### src/slt_params.svh
// Purpose: Offsets, field positions, reset values and timing counts of the line sequencer.
// Assumes: A 32-bit APB register file with one aligned word per register.
// Notes: Included by its bare name wherever the constants are needed.
`ifndef SLT_PARAMS_SVH
`define SLT_PARAMS_SVH

// Register byte offsets.
`define SLT_A_CTRL 8'h00
`define SLT_A_LINE 8'h04
`define SLT_A_PWM 8'h08
`define SLT_A_LAMP_R 8'h0C
`define SLT_A_LAMP_G 8'h10
`define SLT_A_LAMP_B 8'h14
`define SLT_A_XFER 8'h18
`define SLT_A_PIX 8'h1C
`define SLT_A_LRATE 8'h20
`define SLT_A_STAT 8'h24

// Control word field positions.
`define SLT_C_MODE 0
`define SLT_C_SRST 2
`define SLT_C_STBY 3
`define SLT_C_DSAMP 4
`define SLT_C_FOB 5
`define SLT_C_TRM 6
`define SLT_C_AFE 8
`define SLT_C_GSEL 10
`define SLT_C_GO 12
`define SLT_C_STOP 13

// Pixel word field positions (three 8-phase masks, then two sample phases).
`define SLT_P_AUXA 8
`define SLT_P_AUXB 16
`define SLT_P_REF 24
`define SLT_P_SIG 27

// Reset values.
`define SLT_RST_CTRL 32'h0000_0010
`define SLT_RST_LINE 32'h0010_0100
`define SLT_RST_XFER 32'h0000_0004
`define SLT_RST_PIX 32'h2A00_0001

// Timing: a pixel is eight master clocks, a sensor phase period likewise.
`define SLT_SUB_LAST 3'h7
`define SLT_PHI_HIGH 3'h4
`define SLT_PHI_PERIOD 16'h0008
`define SLT_CIS2_START 16'h0006
`define SLT_CIS2_END 16'h000E
`define SLT_LC_MAX 16'hFFFF

`endif

### src/slt_pkg.sv
// Purpose: Types shared by the line sequencer.
// Assumes: Constants live in slt_params.svh.
// Notes: The whole module state is one packed struct.
package slt_pkg;

    // Illumination modes.
    typedef enum logic [1:0] {ILL_OFF, ILL_WHITE, ILL_COLOUR, ILL_GRAY} slt_illum_e;

    // Converter multiplexer sequencing modes.
    typedef enum logic [1:0] {AFE_PIXEL, AFE_LINE, AFE_GRAY, AFE_MONO} slt_afe_e;

    // Transfer pulse timing modes.
    typedef enum logic [1:0] {TRM_NORMAL, TRM_CIS_ONE, TRM_CIS_CENTRE, TRM_SPARE} slt_trm_e;

    // Complete register and sequencer state.
    typedef struct packed {
        logic [31:0] ctrl;
        logic [31:0] line;
        logic [31:0] xfer;
        logic [31:0] pix;
        logic [11:0] duty;
        logic [2:0][31:0] lamp_pos;
        logic [8:0] lrate;
        logic [15:0] hcnt;
        logic [15:0] lc;
        logic [2:0] sub;
        logic [1:0] col;
        logic [1:0] prev_col;
        logic [11:0] pwm;
        logic [2:0] lamp;
        logic [5:0] skip;
        logic sreset;
        logic aux_a;
        logic aux_b;
        logic xfer1;
        logic xfer2;
        logic phi1;
        logic clamp;
        logic sref;
        logic ssig;
        logic int_ref;
        logic scan;
        logic pend;
        logic [1:0] mux;
        logic [1:0] coef;
        logic [31:0] rdata;
        logic rdy;
        logic err;
    } slt_state_s;

endpackage : slt_pkg

### src/slt_seq.sv
// Purpose: Line-synchronous lamp, sensor clock and converter multiplexer sequencer.
// Assumes: One 20 MHz master clock; registers reached over APB with zero wait states.
// Notes: All outputs are flip-flops; the sequencer stops while soft reset or standby is set.
//
// Decided for this implementation: the APB interface to the registers and the address map.
`timescale 1ns/1ps
`include "slt_params.svh"

module slt_seq (
    input wire logic i_mclk,
    input wire logic i_arst_n,
    input wire logic i_psel,
    input wire logic i_penable,
    input wire logic i_pwrite,
    input wire logic [7:0] i_paddr,
    input wire logic [31:0] i_pwdata,
    output logic [31:0] o_prdata,
    output logic o_pready,
    output logic o_pslverr,
    output logic o_lamp_r,
    output logic o_lamp_g,
    output logic o_lamp_b,
    output logic o_sensor_reset_pulse,
    output logic o_aux_pixel_pulse_a,
    output logic o_aux_pixel_pulse_b,
    output logic o_transfer_pulse_first,
    output logic o_transfer_pulse_second,
    output logic o_phase1,
    output logic o_clamp,
    output logic o_sample_ref,
    output logic o_sample_sig,
    output logic o_int_ref,
    output logic [1:0] o_mux_sel,
    output logic [1:0] o_coef_sel,
    output logic o_scanning
);

    slt_pkg::slt_state_s q; // Registered state.
    slt_pkg::slt_state_s d; // Next state.

    // Next-state logic for the register file, timebase, lamps and sensor clocks.
    always_comb begin
        logic halt;
        logic lstart;
        logic fob;
        logic dsamp;
        logic en;
        logic [15:0] le;
        logic [15:0] obe;
        logic [15:0] st;
        logic [15:0] nend;
        logic [15:0] xend;
        logic [15:0] gb;
        logic [1:0] cnt;
        slt_pkg::slt_illum_e ill;
        slt_pkg::slt_afe_e afe;
        slt_pkg::slt_trm_e trm;
        d = q;
        halt = q.ctrl[`SLT_C_SRST] | q.ctrl[`SLT_C_STBY];
        lstart = 1'b0;
        fob = q.ctrl[`SLT_C_FOB];
        dsamp = q.ctrl[`SLT_C_DSAMP];
        en = 1'b0;
        le = q.line[15:0];
        obe = q.line[31:16];
        gb = {8'h00, q.xfer[15:8]};
        st = 16'h0000;
        nend = 16'h0000;
        xend = 16'h0000;
        cnt = 2'h0;
        ill = slt_pkg::slt_illum_e'(q.ctrl[`SLT_C_MODE +: 2]);
        afe = slt_pkg::slt_afe_e'(q.ctrl[`SLT_C_AFE +: 2]);
        trm = slt_pkg::slt_trm_e'(q.ctrl[`SLT_C_TRM +: 2]);
        // Single-sensor colour always rotates the lamps one colour per line.
        if (afe == slt_pkg::AFE_MONO) begin
            ill = slt_pkg::ILL_COLOUR;
        end

        // APB: pready rises in the first access cycle, so every access takes two cycles.
        d.rdy = i_psel & ~i_penable;
        d.err = 1'b0;
        d.rdata = 32'h0000_0000;
        if (i_psel & ~i_penable) begin
            if (i_paddr == `SLT_A_CTRL) begin
                d.rdata = q.ctrl;
            end else if (i_paddr == `SLT_A_LINE) begin
                d.rdata = q.line;
            end else if (i_paddr == `SLT_A_PWM) begin
                d.rdata = {20'h0_0000, q.duty};
            end else if (i_paddr == `SLT_A_LAMP_R) begin
                d.rdata = q.lamp_pos[0];
            end else if (i_paddr == `SLT_A_LAMP_G) begin
                d.rdata = q.lamp_pos[1];
            end else if (i_paddr == `SLT_A_LAMP_B) begin
                d.rdata = q.lamp_pos[2];
            end else if (i_paddr == `SLT_A_XFER) begin
                d.rdata = q.xfer;
            end else if (i_paddr == `SLT_A_PIX) begin
                d.rdata = q.pix;
            end else if (i_paddr == `SLT_A_LRATE) begin
                d.rdata = {23'h00_0000, q.lrate};
            end else if (i_paddr == `SLT_A_STAT) begin
                d.rdata = {10'h000, q.lamp, q.scan, q.col, q.hcnt};
            end else begin
                // Unmapped addresses answer with an error and zero data.
                d.err = 1'b1;
            end
        end

        // Horizontal timebase; it never stops except in soft reset or standby.
        if (halt) begin
            d.hcnt = 16'h0000;
            d.sub = 3'h0;
            d.lc = 16'h0000;
            d.col = 2'h0;
            d.prev_col = 2'h0;
            d.skip = 6'h00;
            d.pwm = 12'h000;
        end else begin
            d.sub = q.sub + 3'h1;
            d.pwm = q.pwm + 12'h001;
            if (q.lc != `SLT_LC_MAX) begin
                d.lc = q.lc + 16'h0001;
            end
            if (q.sub == `SLT_SUB_LAST) begin
                d.hcnt = q.hcnt + 16'h0001;
            end
            // A line ends on the last phase of the pixel at the line end value.
            lstart = (q.sub == `SLT_SUB_LAST) && (q.hcnt >= le);
            if (lstart) begin
                d.hcnt = 16'h0000;
                d.lc = 16'h0000;
                d.prev_col = q.col;
                d.col = (q.col == 2'h2) ? 2'h0 : q.col + 2'h1;
                // Each colour fires on one line in every skip-plus-one.
                for (int i = 0; i < 3; i++) begin
                    cnt = q.skip[2 * i +: 2];
                    d.skip[2 * i +: 2] = (cnt == 2'h0) ? q.lrate[2 * i +: 2] : cnt - 2'h1;
                end
            end
        end

        // A scan begins only at a line start, and in colour rotation only before red.
        if (q.pend && lstart && (ill != slt_pkg::ILL_COLOUR || q.col == 2'h2)) begin
            d.scan = 1'b1;
            d.pend = 1'b0;
        end
        if (q.ctrl[`SLT_C_SRST]) begin
            d.scan = 1'b0;
            d.pend = 1'b0;
        end

        // Register writes take effect at the access edge with pready high.
        if (i_psel & i_penable & i_pwrite & q.rdy) begin
            if (i_paddr == `SLT_A_CTRL) begin
                d.ctrl = i_pwdata;
                d.ctrl[`SLT_C_GO] = 1'b0;
                d.ctrl[`SLT_C_STOP] = 1'b0;
                if (i_pwdata[`SLT_C_STOP]) begin
                    d.scan = 1'b0;
                    d.pend = 1'b0;
                end else if (i_pwdata[`SLT_C_GO]) begin
                    d.pend = 1'b1;
                end
            end else if (i_paddr == `SLT_A_LINE) begin
                d.line = i_pwdata;
            end else if (i_paddr == `SLT_A_PWM) begin
                d.duty = i_pwdata[11:0];
            end else if (i_paddr == `SLT_A_LAMP_R) begin
                d.lamp_pos[0] = i_pwdata;
            end else if (i_paddr == `SLT_A_LAMP_G) begin
                d.lamp_pos[1] = i_pwdata;
            end else if (i_paddr == `SLT_A_LAMP_B) begin
                d.lamp_pos[2] = i_pwdata;
            end else if (i_paddr == `SLT_A_XFER) begin
                d.xfer = i_pwdata;
            end else if (i_paddr == `SLT_A_PIX) begin
                d.pix = i_pwdata;
            end else if (i_paddr == `SLT_A_LRATE) begin
                d.lrate = i_pwdata[8:0];
            end
        end

        // Lamps: a hit on the off position wins over a hit on the on position.
        for (int i = 0; i < 3; i++) begin
            case (ill)
                slt_pkg::ILL_OFF: en = 1'b0;
                slt_pkg::ILL_WHITE: en = (i != 1);
                slt_pkg::ILL_COLOUR: en = (q.col == i[1:0]);
                default: en = 1'b1;
            endcase
            if (!en || halt) begin
                d.lamp[i] = 1'b0;
            end else if (q.hcnt == q.lamp_pos[i][31:16]) begin
                d.lamp[i] = 1'b0;
            end else if (q.hcnt == q.lamp_pos[i][15:0]) begin
                d.lamp[i] = 1'b1;
            end
        end
        // The green lamp carries the brightness PWM in white-light mode.
        if (ill == slt_pkg::ILL_WHITE && !halt) begin
            d.lamp[1] = (q.pwm < q.duty);
        end

        // Transfer window in master clocks since line start.
        case (trm)
            slt_pkg::TRM_CIS_ONE: begin
                st = 16'h0000;
                nend = `SLT_PHI_PERIOD;
            end
            slt_pkg::TRM_CIS_CENTRE: begin
                st = `SLT_CIS2_START;
                nend = `SLT_CIS2_END;
            end
            default: begin
                st = gb;
                nend = gb + {8'h00, q.xfer[7:0]};
            end
        endcase
        // Fake black stretches the first transfer by one clock around its reset pulse.
        xend = fob ? nend + 16'h0001 : nend;

        // Sensor phase: suppressed around the transfer only in normal timing mode with a guardband set.
        d.phi1 = (q.sub < `SLT_PHI_HIGH) &&
                 !(trm == slt_pkg::TRM_NORMAL && gb != 16'h0000 && q.lc < nend + gb);

        // Pixel-rate pulses come from eight-phase masks.
        d.sreset = q.pix[q.sub];
        d.aux_a = q.pix[`SLT_P_AUXA + q.sub];
        d.aux_b = q.pix[`SLT_P_AUXB + q.sub];
        if (fob && q.hcnt < obe) begin
            d.sreset = (q.lc == nend) || (q.lc >= nend + 16'h0002);
        end

        if (afe == slt_pkg::AFE_LINE) begin
            // One transfer per colour, inside or outside phase high, skippable.
            d.xfer1 = (q.lc < `SLT_PHI_PERIOD) && (q.lc[2] == q.lrate[6]) &&
                      (q.skip[1:0] == q.lrate[1:0]);
            d.xfer2 = (q.lc < `SLT_PHI_PERIOD) && (q.lc[2] == q.lrate[7]) &&
                      (q.skip[3:2] == q.lrate[3:2]);
            d.aux_b = (q.lc < `SLT_PHI_PERIOD) && (q.lc[2] == q.lrate[8]) &&
                      (q.skip[5:4] == q.lrate[5:4]);
        end else begin
            d.xfer1 = (q.lc >= st) && (q.lc < xend);
            d.xfer2 = (q.lc >= st) && (q.lc < nend);
        end

        // Pixel pulses end at line end; the clamp ends with the optical black pixels.
        if (q.hcnt >= le) begin
            d.sreset = 1'b0;
            d.aux_a = 1'b0;
            d.aux_b = 1'b0;
        end
        d.clamp = (q.hcnt < obe);

        // Sample strobes; without double sampling the reference is internal.
        d.sref = dsamp && (q.sub == q.pix[`SLT_P_REF +: 3]);
        d.ssig = (q.sub == q.pix[`SLT_P_SIG +: 3]);
        d.int_ref = !dsamp;

        // Converter multiplexer and coefficient selection.
        case (afe)
            slt_pkg::AFE_PIXEL: begin
                if (lstart) begin
                    d.mux = 2'h0;
                end else if (q.sub == `SLT_SUB_LAST) begin
                    d.mux = (q.mux == 2'h2) ? 2'h0 : q.mux + 2'h1;
                end
                d.coef = d.mux;
            end
            slt_pkg::AFE_LINE: begin
                d.mux = d.col;
                d.coef = d.col;
            end
            slt_pkg::AFE_GRAY: begin
                d.mux = q.ctrl[`SLT_C_GSEL +: 2];
                d.coef = q.ctrl[`SLT_C_GSEL +: 2];
            end
            default: begin
                // The readout lags the exposure by one line.
                d.mux = 2'h2;
                d.coef = d.prev_col;
            end
        endcase

        // Nothing clocks the sensor while held.
        if (halt) begin
            d.sreset = 1'b0;
            d.aux_a = 1'b0;
            d.aux_b = 1'b0;
            d.xfer1 = 1'b0;
            d.xfer2 = 1'b0;
            d.phi1 = 1'b0;
            d.clamp = 1'b0;
            d.sref = 1'b0;
            d.ssig = 1'b0;
            d.mux = 2'h0;
            d.coef = 2'h0;
        end
    end

    // State register; reset loads constants only.
    always_ff @(posedge i_mclk or negedge i_arst_n) begin
        if (!i_arst_n) begin
            q <= '0;
            q.ctrl <= `SLT_RST_CTRL;
            q.line <= `SLT_RST_LINE;
            q.xfer <= `SLT_RST_XFER;
            q.pix <= `SLT_RST_PIX;
        end else begin
            q <= d;
        end
    end

    // Outputs straight from the state register.
    assign o_prdata = q.rdata;
    assign o_pready = q.rdy;
    assign o_pslverr = q.err;
    assign o_lamp_r = q.lamp[0];
    assign o_lamp_g = q.lamp[1];
    assign o_lamp_b = q.lamp[2];
    assign o_sensor_reset_pulse = q.sreset;
    assign o_aux_pixel_pulse_a = q.aux_a;
    assign o_aux_pixel_pulse_b = q.aux_b;
    assign o_transfer_pulse_first = q.xfer1;
    assign o_transfer_pulse_second = q.xfer2;
    assign o_phase1 = q.phi1;
    assign o_clamp = q.clamp;
    assign o_sample_ref = q.sref;
    assign o_sample_sig = q.ssig;
    assign o_int_ref = q.int_ref;
    assign o_mux_sel = q.mux;
    assign o_coef_sel = q.coef;
    assign o_scanning = q.scan;
endmodule : slt_seq

### config.mk
export PLATFORM = sky130hd
export DESIGN_NAME = slt_seq
export DESIGN_NICKNAME = d
export VERILOG_FILES = /design/src/slt_pkg.sv /design/src/slt_seq.sv
export VERILOG_INCLUDE_DIRS = /design/src /design/src/src
export SDC_FILE = /design/constraint.sdc
export NUM_CORES = 1
export LEC_CHECK = 0
export ABC_AREA = 1
export BUFFER_PORTS_ARGS = -buffer_cell sky130_fd_sc_hd__buf_4
export CORE_MARGIN = 8
export CORE_UTILIZATION = 30
export DETAILED_ROUTE_END_ITERATION = 10
export SYNTH_ARGS = -nofsm -noshare
export SYNTH_HDL_FRONTEND = slang
export SYNTH_SLANG_ARGS = --single-unit
### constraint.sdc
create_clock -name i_mclk -period 5.95 [get_ports i_mclk]
set_input_delay 1.19 -clock i_mclk [delete_from_list [all_inputs] [get_ports i_mclk]]
set_output_delay 1.19 -clock i_mclk [all_outputs]
set_load 0.01 [all_outputs]
==> results of run 1 <==
-- power breakdown --
part           internal, uW  switching, uW  leakage [uW]
registers              2410           8.84       0.00486
clock network          1360           1060      0.000624
logic                  52.1            161       0.00523
-- cell usage after synthesis (5+ instances only) --
library cell and n:
sky130_fd_sc_hd__nand4_1 36, sky130_fd_sc_hd__buf_4 42, sky130_fd_sc_hd__dfrtp_1 345, sky130_fd_sc_hd__xnor2_1 36, sky130_fd_sc_hd__a21oi_1 153, sky130_fd_sc_hd__o211ai_1 20
sky130_fd_sc_hd__nor2_2 10, sky130_fd_sc_hd__xor2_1 80, sky130_fd_sc_hd__ha_1 111, sky130_fd_sc_hd__nand3_2 9, sky130_fd_sc_hd__o221ai_1 7, sky130_fd_sc_hd__o22ai_1 30
sky130_fd_sc_hd__o21ai_1 76, sky130_fd_sc_hd__nand2_1 563, sky130_fd_sc_hd__o21ai_0 293, sky130_fd_sc_hd__inv_2 13, sky130_fd_sc_hd__nand2_2 9, sky130_fd_sc_hd__dfstp_2 8
sky130_fd_sc_hd__a221oi_1 5, sky130_fd_sc_hd__nor2_1 125, sky130_fd_sc_hd__clkbuf_1 54, sky130_fd_sc_hd__nor2_4 5, sky130_fd_sc_hd__a31oi_1 11, sky130_fd_sc_hd__a211oi_1 6
sky130_fd_sc_hd__nor4_1 21, sky130_fd_sc_hd__nor3_1 29, sky130_fd_sc_hd__nand3_1 85, sky130_fd_sc_hd__inv_1 238, sky130_fd_sc_hd__or2_2 8, sky130_fd_sc_hd__buf_2 39
sky130_fd_sc_hd__o2111ai_1 7
-- through the flow --
| stage | hold slack [ns] | util |
|---|---|---|
| 5_1_grt | 0.511 | 0.339 |
| 3_5_place_dp | 0.473 | 0.320 |
| 2_1_floorplan | 0.434 | - |
| 4_1_cts | 0.486 | 0.339 |
| 3_3_place_gp | 0.468 | 0.320 |
| 6_report | 0.482 | 0.339 |
-- per-layer routing --
layer,vias up,global-route usage,wire length (um)
li1,8390,-,-
met1,8476,0.245,31000
met2,712,0.271,30300
met3,131,0.0353,5680
met4,2,0.0580,2300
met5,-,0,150
-- how the worst min path moves through the flow --
stage                     cells after the start               start                  end
after floorplan                               1  q[327]$_DFFE_PN1P_  o_int_ref$_DFF_PN0_
after global placement                        2  q[287]$_DFFE_PN0P_   q[287]$_DFFE_PN0P_
after detailed placement                      2  q[341]$_DFFE_PN0P_   q[341]$_DFFE_PN0P_
after CTS                                     2  q[256]$_DFFE_PN1P_   q[256]$_DFFE_PN1P_
after global routing                          2  q[299]$_DFFE_PN1P_   q[299]$_DFFE_PN1P_
final                                         2  q[256]$_DFFE_PN1P_   q[256]$_DFFE_PN1P_
-- cell usage in the layout (no fill, tap or decap), drive strengths merged, types with 2 or more instances in the layout --
master	netlist	final
nor2	140	140
o221ai	7	7
a2111oi	2	2
diode	0	2
dfstp	8	8
dfrtp	345	345
o31ai	2	2
o2111ai	7	7
nand2	573	573
a221oi	5	5
a21o	3	3
nand3	95	95
xnor2	36	36
a31oi	11	11
nor3	31	31
nand4	36	36
o211ai	20	20
clkinv	1	13
o21ai	369	369
inv	251	253
buf	85	110
xor2	80	80
a21oi	153	153
fa	2	2
or2	11	11
ha	111	111
o22ai	30	30
a211oi	8	8
o21a	3	3
a22oi	2	2
nor4	22	22
clkbuf	55	56
-- flip-flops by register name (all words and copies together) (netlist names), 2 cells and up --
signal and cells:
q 301, o_prdata 32, o_coef_sel 2, o_mux_sel 2
-- cell families (layout without fill, tap and decap cells) --
logic type               after synthesis  after routing  synth area share
XOR/XNOR                             116            116            0.0500
flip-flops                           353            353             0.435
AND/OR/NAND/NOR                      910            910             0.193
buffers and inverters                392            434            0.0838
adder cells (fa/ha/maj)              113            113            0.0703
other                                  0              2                 0
multiplexers                           1              1          0.000493
AO/OA/AOI/OAI                        627            627             0.167
-- cell type report --
cell class                 instances  area [um^2]  share of cell area
antenna                            2         5.00            0.000220
clock buffer                      56         1110              0.0487
inverter                         252          946              0.0415
sequential                       353         8840               0.388
multi-input combinational       1767         9780               0.429
clock inverter                    16          149             0.00654
tap                              873         1090              0.0479
timing repair buffer             110          858              0.0377
-- worst max-delay path, delay by kind of cell (launching register included) --
family	cells	cell delay [ns]
flops	1	0.36
buf+inv	2	0.44
fa+ha+maj	3	1.03
simple gates	8	0.95
compound gates	7	1.19
==> results by group, run 1 <==
Status
  – Outcome: finished, final reports clean

Clock network
  – Total setup buffers inserted after CTS: 0
  – Clock sinks: 353
  – Largest buffer count on any clock path: 3
  – CTS H-Tree Depth: 2
  – Clk Tree Root Cell: sky130_fd_sc_hd__clkbuf_16
  – CTS clk-pin slew, worst paths: approximately 0.07 ns
  – TritonCTS clock tree: done
  – CTS buffer count: 39
  – Cts hold-fix bufs: 0
  – Clock Latency Late Sink: roughly 0.58 ns
  – Post-cts resize count: 0

Flow run
  – # Max-Cap Violations: 0

STA
  – Setup TNS: 0 ns
  – Ratio of final minimum period to clock period: 0.689
  – Final critical-path setup slack: 1.85 ns
  – Least-Margin Pin Slew: between 1 and 1.5 ns
  – Timing-limited maximum frequency: 244 MHz
  – Final Hold Violating Endpoints: 0
  – Remaining max-slew budget at the tightest pin: 0.178
  – Post-Route Skew: 0.0173 ns
  – Max-slew violations: 0
  – Final min period: 4.10 ns
  – Setup-violating endpoint count in the final report: 0
  – Unrepaired setup endpoints after global routing: false

Placed design
  – Worst slack at placement: 1.82 ns
  – # port buffers: 96
  – Dpl cells: 3355
  – DPL Wire Length: 50.2 mm
  – DP Area: 21500 um^2
  – RePlAce Congestion: 0.922

Cells and area
  – Layout cell share with drive strength beyond 1: 0.0959
  – Area growth from synthesis to layout: 12.1%
  – FILL cells: ~7k
  – Fin nets: 2681
  – Layout Cell Area excl Fill: 22800 um^2
  – Non-filler cells in the finished layout: 3429

Die
  – Number of cell rows: 95
  – Core region area: 67200 um^2
  – Initial Utilization: 0.302
  – Die span in y: 276 um
  – Die width: 276 um
  – Die area: 76300 um^2
  – I/O pin total: 97

Yosys
  – Unique masters post-synth: 56
  – EDFF count, synth: 0
  – Library cell with the largest summed area after synthesis: sky130_fd_sc_hd__dfrtp_1
  – Top flip-flop cell by instance count after synthesis: sky130_fd_sc_hd__dfrtp_1
  – Asr flop ratio synth: 1.00
  – Main area contributors after synthesis: sky130_fd_sc_hd__dfrtp_1, sky130_fd_sc_hd__nand2_1, sky130_fd_sc_hd__o21ai_0
  – Post-Synthesis Net Count: 2670
  – YS warnings: 0
  – Area of the mapped netlist: 20300 um^2
  – Number of synthesized register bits: 353
  – Fraction of post-synthesis cell area in the top cell type by area: 0.425
  – Number of instances in the synthesized netlist: 2512
  – Seq/Total Area, Yosys: 0.435
  – Post-synthesis area per instance: 8.09 um^2

Setup path
  – Most used cell, CP: sky130_fd_sc_hd__a21oi_1
  – Reg2reg end: o_phase1$_DFF_PN0_
  – Reg-to-reg slack, setup: roughly 1.9 ns
  – CP arrival: roughly 4.6 ns
  – Worst r2r path cells: 20
  – Crit-path slowest cell: sky130_fd_sc_hd__nor2_1
  – Worst Setup Start Kind: flip-flop
  – Largest fanout of any net on the critical path: 13
  – Critical Path, Cell by Cell: inv_1 -> ha_1 -> inv_1 -> nor2_1 -> nor2_1 -> ha_1 -> a21oi_1 -> nor2_1 -> a211oi_1 -> nand2_1 -> nand2_1 -> nand2_1 -> a21oi_1 -> nor2_1 -> o21ai_0 -> ha_1 -> a21oi_1 -> nand3_1 -> a21oi_1 -> a21oi_1
  – CP endpoint: o_phase1$_DFF_PN0_
  – Critical Path End Type: flip-flop
  – Category of the most critical setup path: flip-flop to flip-flop
  – Launch instance of the worst register-to-register path: q[329]$_DFFE_PN0P_
  – Worst endpoint required time: 6.41 ns
  – Launching instance or port of the critical path: q[329]$_DFFE_PN0P_
  – Critical path's largest stage delay: 0.41 ns

GRT
  – Overall Global Routing Usage: 0.176
  – Wire length of the first global-routing pass: 105 mm
  – Number of antenna violations at the first check in global routing: 2
  – Residual overflow from global routing: 0
  – Via count of the first global-routing pass: 17.0k
  – Maximum number of pins on one net before global-route repair: 147

Route
  – Via count: 17.7k
  – Total iterations of the first detailed-routing run: 5
  – Number of DRC markers in iteration 0: 1847
  – Residual DRC: 0
  – Final Routed Wirelength: 69.5 mm
  – Average detailed-routed wire length per instance: 20.3 um
  – Antenna viol nets, final: 0
  – Vias per cell: ~5.2

Hold path
  – Hold/Removal Path Class: flip-flop to flip-flop

Power and ir drop
  – P per Cell Area: 222 nW/um^2
  – Total power: slightly above 5000 uW
  – Leakage dissipation: 0.0107 uW
  – Max rail drop VDD: 0.168 mV
Note: power is estimated with default switching activity, not from simulation.
==> run 2, diff against run 1 <==
Clock period 5.95 ns to 3.8 ns, I/O delays scaled along.
==> results by group, run 2 (synthesis gave the netlist of run 1 again) <==
Status
  – Outcome: finished, final reports clean

Die
  – Number of cell rows: 95
  – Initial Utilization: 0.302
  – Core region area: 67200 um^2
  – Die width: around 280 um
  – Die span in y: ~280 um
  – Die area: 76300 um^2
  – I/O pin total: slightly below 100

Route
  – Final Routed Wirelength: 69.9 mm
  – Average detailed-routed wire length per instance: roughly 20 um
  – Via count: 17.6k
  – Number of DRC markers in iteration 0: 1638
  – Antenna viol nets, final: 0
  – Vias per cell: 5.08
  – Residual DRC: 0
  – Total iterations of the first detailed-routing run: 6

STA
  – Setup-violating endpoint count in the final report: 0
  – Remaining max-slew budget at the tightest pin: 0.371
  – Unrepaired setup endpoints after global routing: false
  – Setup TNS: 0 ns
  – Least-Margin Pin Slew: 0.943 ns
  – Timing-limited maximum frequency: 282 MHz
  – Post-Route Skew: 0.0339 ns
  – Final Hold Violating Endpoints: 0
  – Max-slew violations: 0
  – Ratio of final minimum period to clock period: 0.933
  – Final min period: ~3.5 ns

Setup path
  – CP arrival: about 4.0 ns
  – Critical Path End Type: flip-flop
  – Worst Setup Start Kind: flip-flop
  – Largest fanout of any net on the critical path: 3
  – Category of the most critical setup path: flip-flop to flip-flop
  – Worst endpoint required time: roughly 4.3 ns

Clock network
  – Clk Tree Root Cell: sky130_fd_sc_hd__clkbuf_16
  – Total setup buffers inserted after CTS: 0
  – CTS H-Tree Depth: 2
  – TritonCTS clock tree: done
  – CTS buffer count: 39
  – Clock Latency Late Sink: about 0.58 ns
  – Largest buffer count on any clock path: 3
  – Clock sinks: approximately 350
  – CTS clk-pin slew, worst paths: 0.06 ns

Cells and area
  – Commonest cells after routing, fill and taps aside: sky130_fd_sc_hd__nand2_1, sky130_fd_sc_hd__dfrtp_1, sky130_fd_sc_hd__o21ai_0
  – Area growth from synthesis to layout: 14.7%
  – Most common library cell in the layout ignoring fill and taps: sky130_fd_sc_hd__nand2_1
  – FF+latch area: approximately 9000 um^2
  – Flip-flop count of the largest register after layout: 301
  – Register with the most flip-flops: q
  – Combined area of the multi-input logic cells: 9840 um^2
  – FILL cells: 7008
  – Fin nets: between 2k and 3k
  – Layout cell share with drive strength beyond 1: 0.117

Placed design
  – RePlAce Congestion: between 0.9 and 1
  – DPL Wire Length: between 50 and 60 mm
  – # port buffers: 96

GRT
  – Residual overflow from global routing: 0
  – Wire length of the first global-routing pass: 105 mm
  – Maximum number of pins on one net before global-route repair: 117
  – Via count of the first global-routing pass: ~17k
  – Overall Global Routing Usage: 0.177
  – Number of antenna violations at the first check in global routing: 2

Hold path
  – Hold/Removal Path Class: primary input to async pin

Power and ir drop
  – P per Cell Area: around 350 nW/um^2
  – Leakage dissipation: around 0.011 uW
  – Max rail drop VDD: 0.266 mV
  – Total power: ~8100 uW

Flow run
  – # Max-Cap Violations: 0
run 2: changes by cell type in the layout (fill, tap and decap cells not counted), sizes merged:
cell    delta
clkbuf     +2
clkinv     -5
buf       +48
diode      -1
inv        -1
bufinv     +2
run 2: cell type report:
cell class / count / share of cell area
clock inverter: 12 / 0.00671
multi-input combinational: 1767 / 0.422
tap: 873 / 0.0469
clock buffer: 58 / 0.0506
antenna: 1 / 0.000107
timing repair buffer: 158 / 0.0534
sequential: 353 / 0.380
inverter: 252 / 0.0406
run 2: metrics by stage:
step	std cells	area (um^2)	utilization	setup WS (ns)	hold WS (ns)
final	3474	23300	0.347	0.256	0.0588
after detailed placement	3403	21900	0.326	-0.0401	0.473
after global placement	3403	21900	0.326	0.0408	0.467
after floorplan	2512	20300	-	0.187	0.434
after CTS	3473	23200	0.346	0.00824	0.0489
after global routing	3473	23300	0.347	0.0000617	0.0621
run 2: worst paths after layout:
check                                   start                      to  slack [ns]  cells after the start
setup / recovery           q[259]$_DFFE_PN0P_      o_phase1$_DFF_PN0_        0.26                     20
hold / removal                       i_arst_n      q[211]$_DFFE_PN0P_        0.06                      1
setup reg to reg           q[259]$_DFFE_PN0P_      o_phase1$_DFF_PN0_        0.26                     20
hold reg to reg            q[338]$_DFFE_PN0P_      q[338]$_DFFE_PN0P_        0.49                      2
max in group asynchronous            i_arst_n  o_mux_sel[0]$_DFF_PN0_        2.74                      2
min in group i_mclk               i_pwdata[0]      q[323]$_DFFE_PN0P_        0.42                      3
run 2: power breakdown:
part	switching, uW	internal, uW
logic	254	87.3
registers	12.4	3770
clock network	1650	2360
total	1910	6220
run 2: worst max-delay path, stage by stage (launching register included):
cell and delay [ns]:
sky130_fd_sc_hd__dfrtp_1 0.38, sky130_fd_sc_hd__ha_2 0.21, sky130_fd_sc_hd__fa_2 0.35, sky130_fd_sc_hd__or2_2 0.30, sky130_fd_sc_hd__a21oi_1 0.13, sky130_fd_sc_hd__nor2_1 0.07, sky130_fd_sc_hd__ha_1 0.31, sky130_fd_sc_hd__a21oi_2 0.17
sky130_fd_sc_hd__nor2_1 0.07, sky130_fd_sc_hd__a211oi_2 0.16, sky130_fd_sc_hd__nand2_1 0.07, sky130_fd_sc_hd__nand2_1 0.08, sky130_fd_sc_hd__nand2_1 0.07, sky130_fd_sc_hd__a21oi_2 0.17, sky130_fd_sc_hd__nor2_1 0.06, sky130_fd_sc_hd__o21ai_1 0.12
sky130_fd_sc_hd__ha_1 0.27, sky130_fd_sc_hd__a21oi_2 0.13, sky130_fd_sc_hd__nand3_1 0.09, sky130_fd_sc_hd__a21oi_2 0.14, sky130_fd_sc_hd__a21oi_1 0.08
run 2: what timing repair did:
action,4_1_cts,5_1_grt
pin swaps,0,1
endpoints found under the setup margin,1,2
gates resized for setup,1,13
hold buffers,0,0
run 2: layer usage:
metal | GRT usage | up-vias | part of all wire
met5 | 0 | - | 0
met4 | 0.0549 | 0 | 0.032
met3 | 0.0489 | 124 | 0.10
met2 | 0.272 | 723 | 0.44
met1 | 0.240 | 8314 | 0.43
li1 | - | 8485 | -
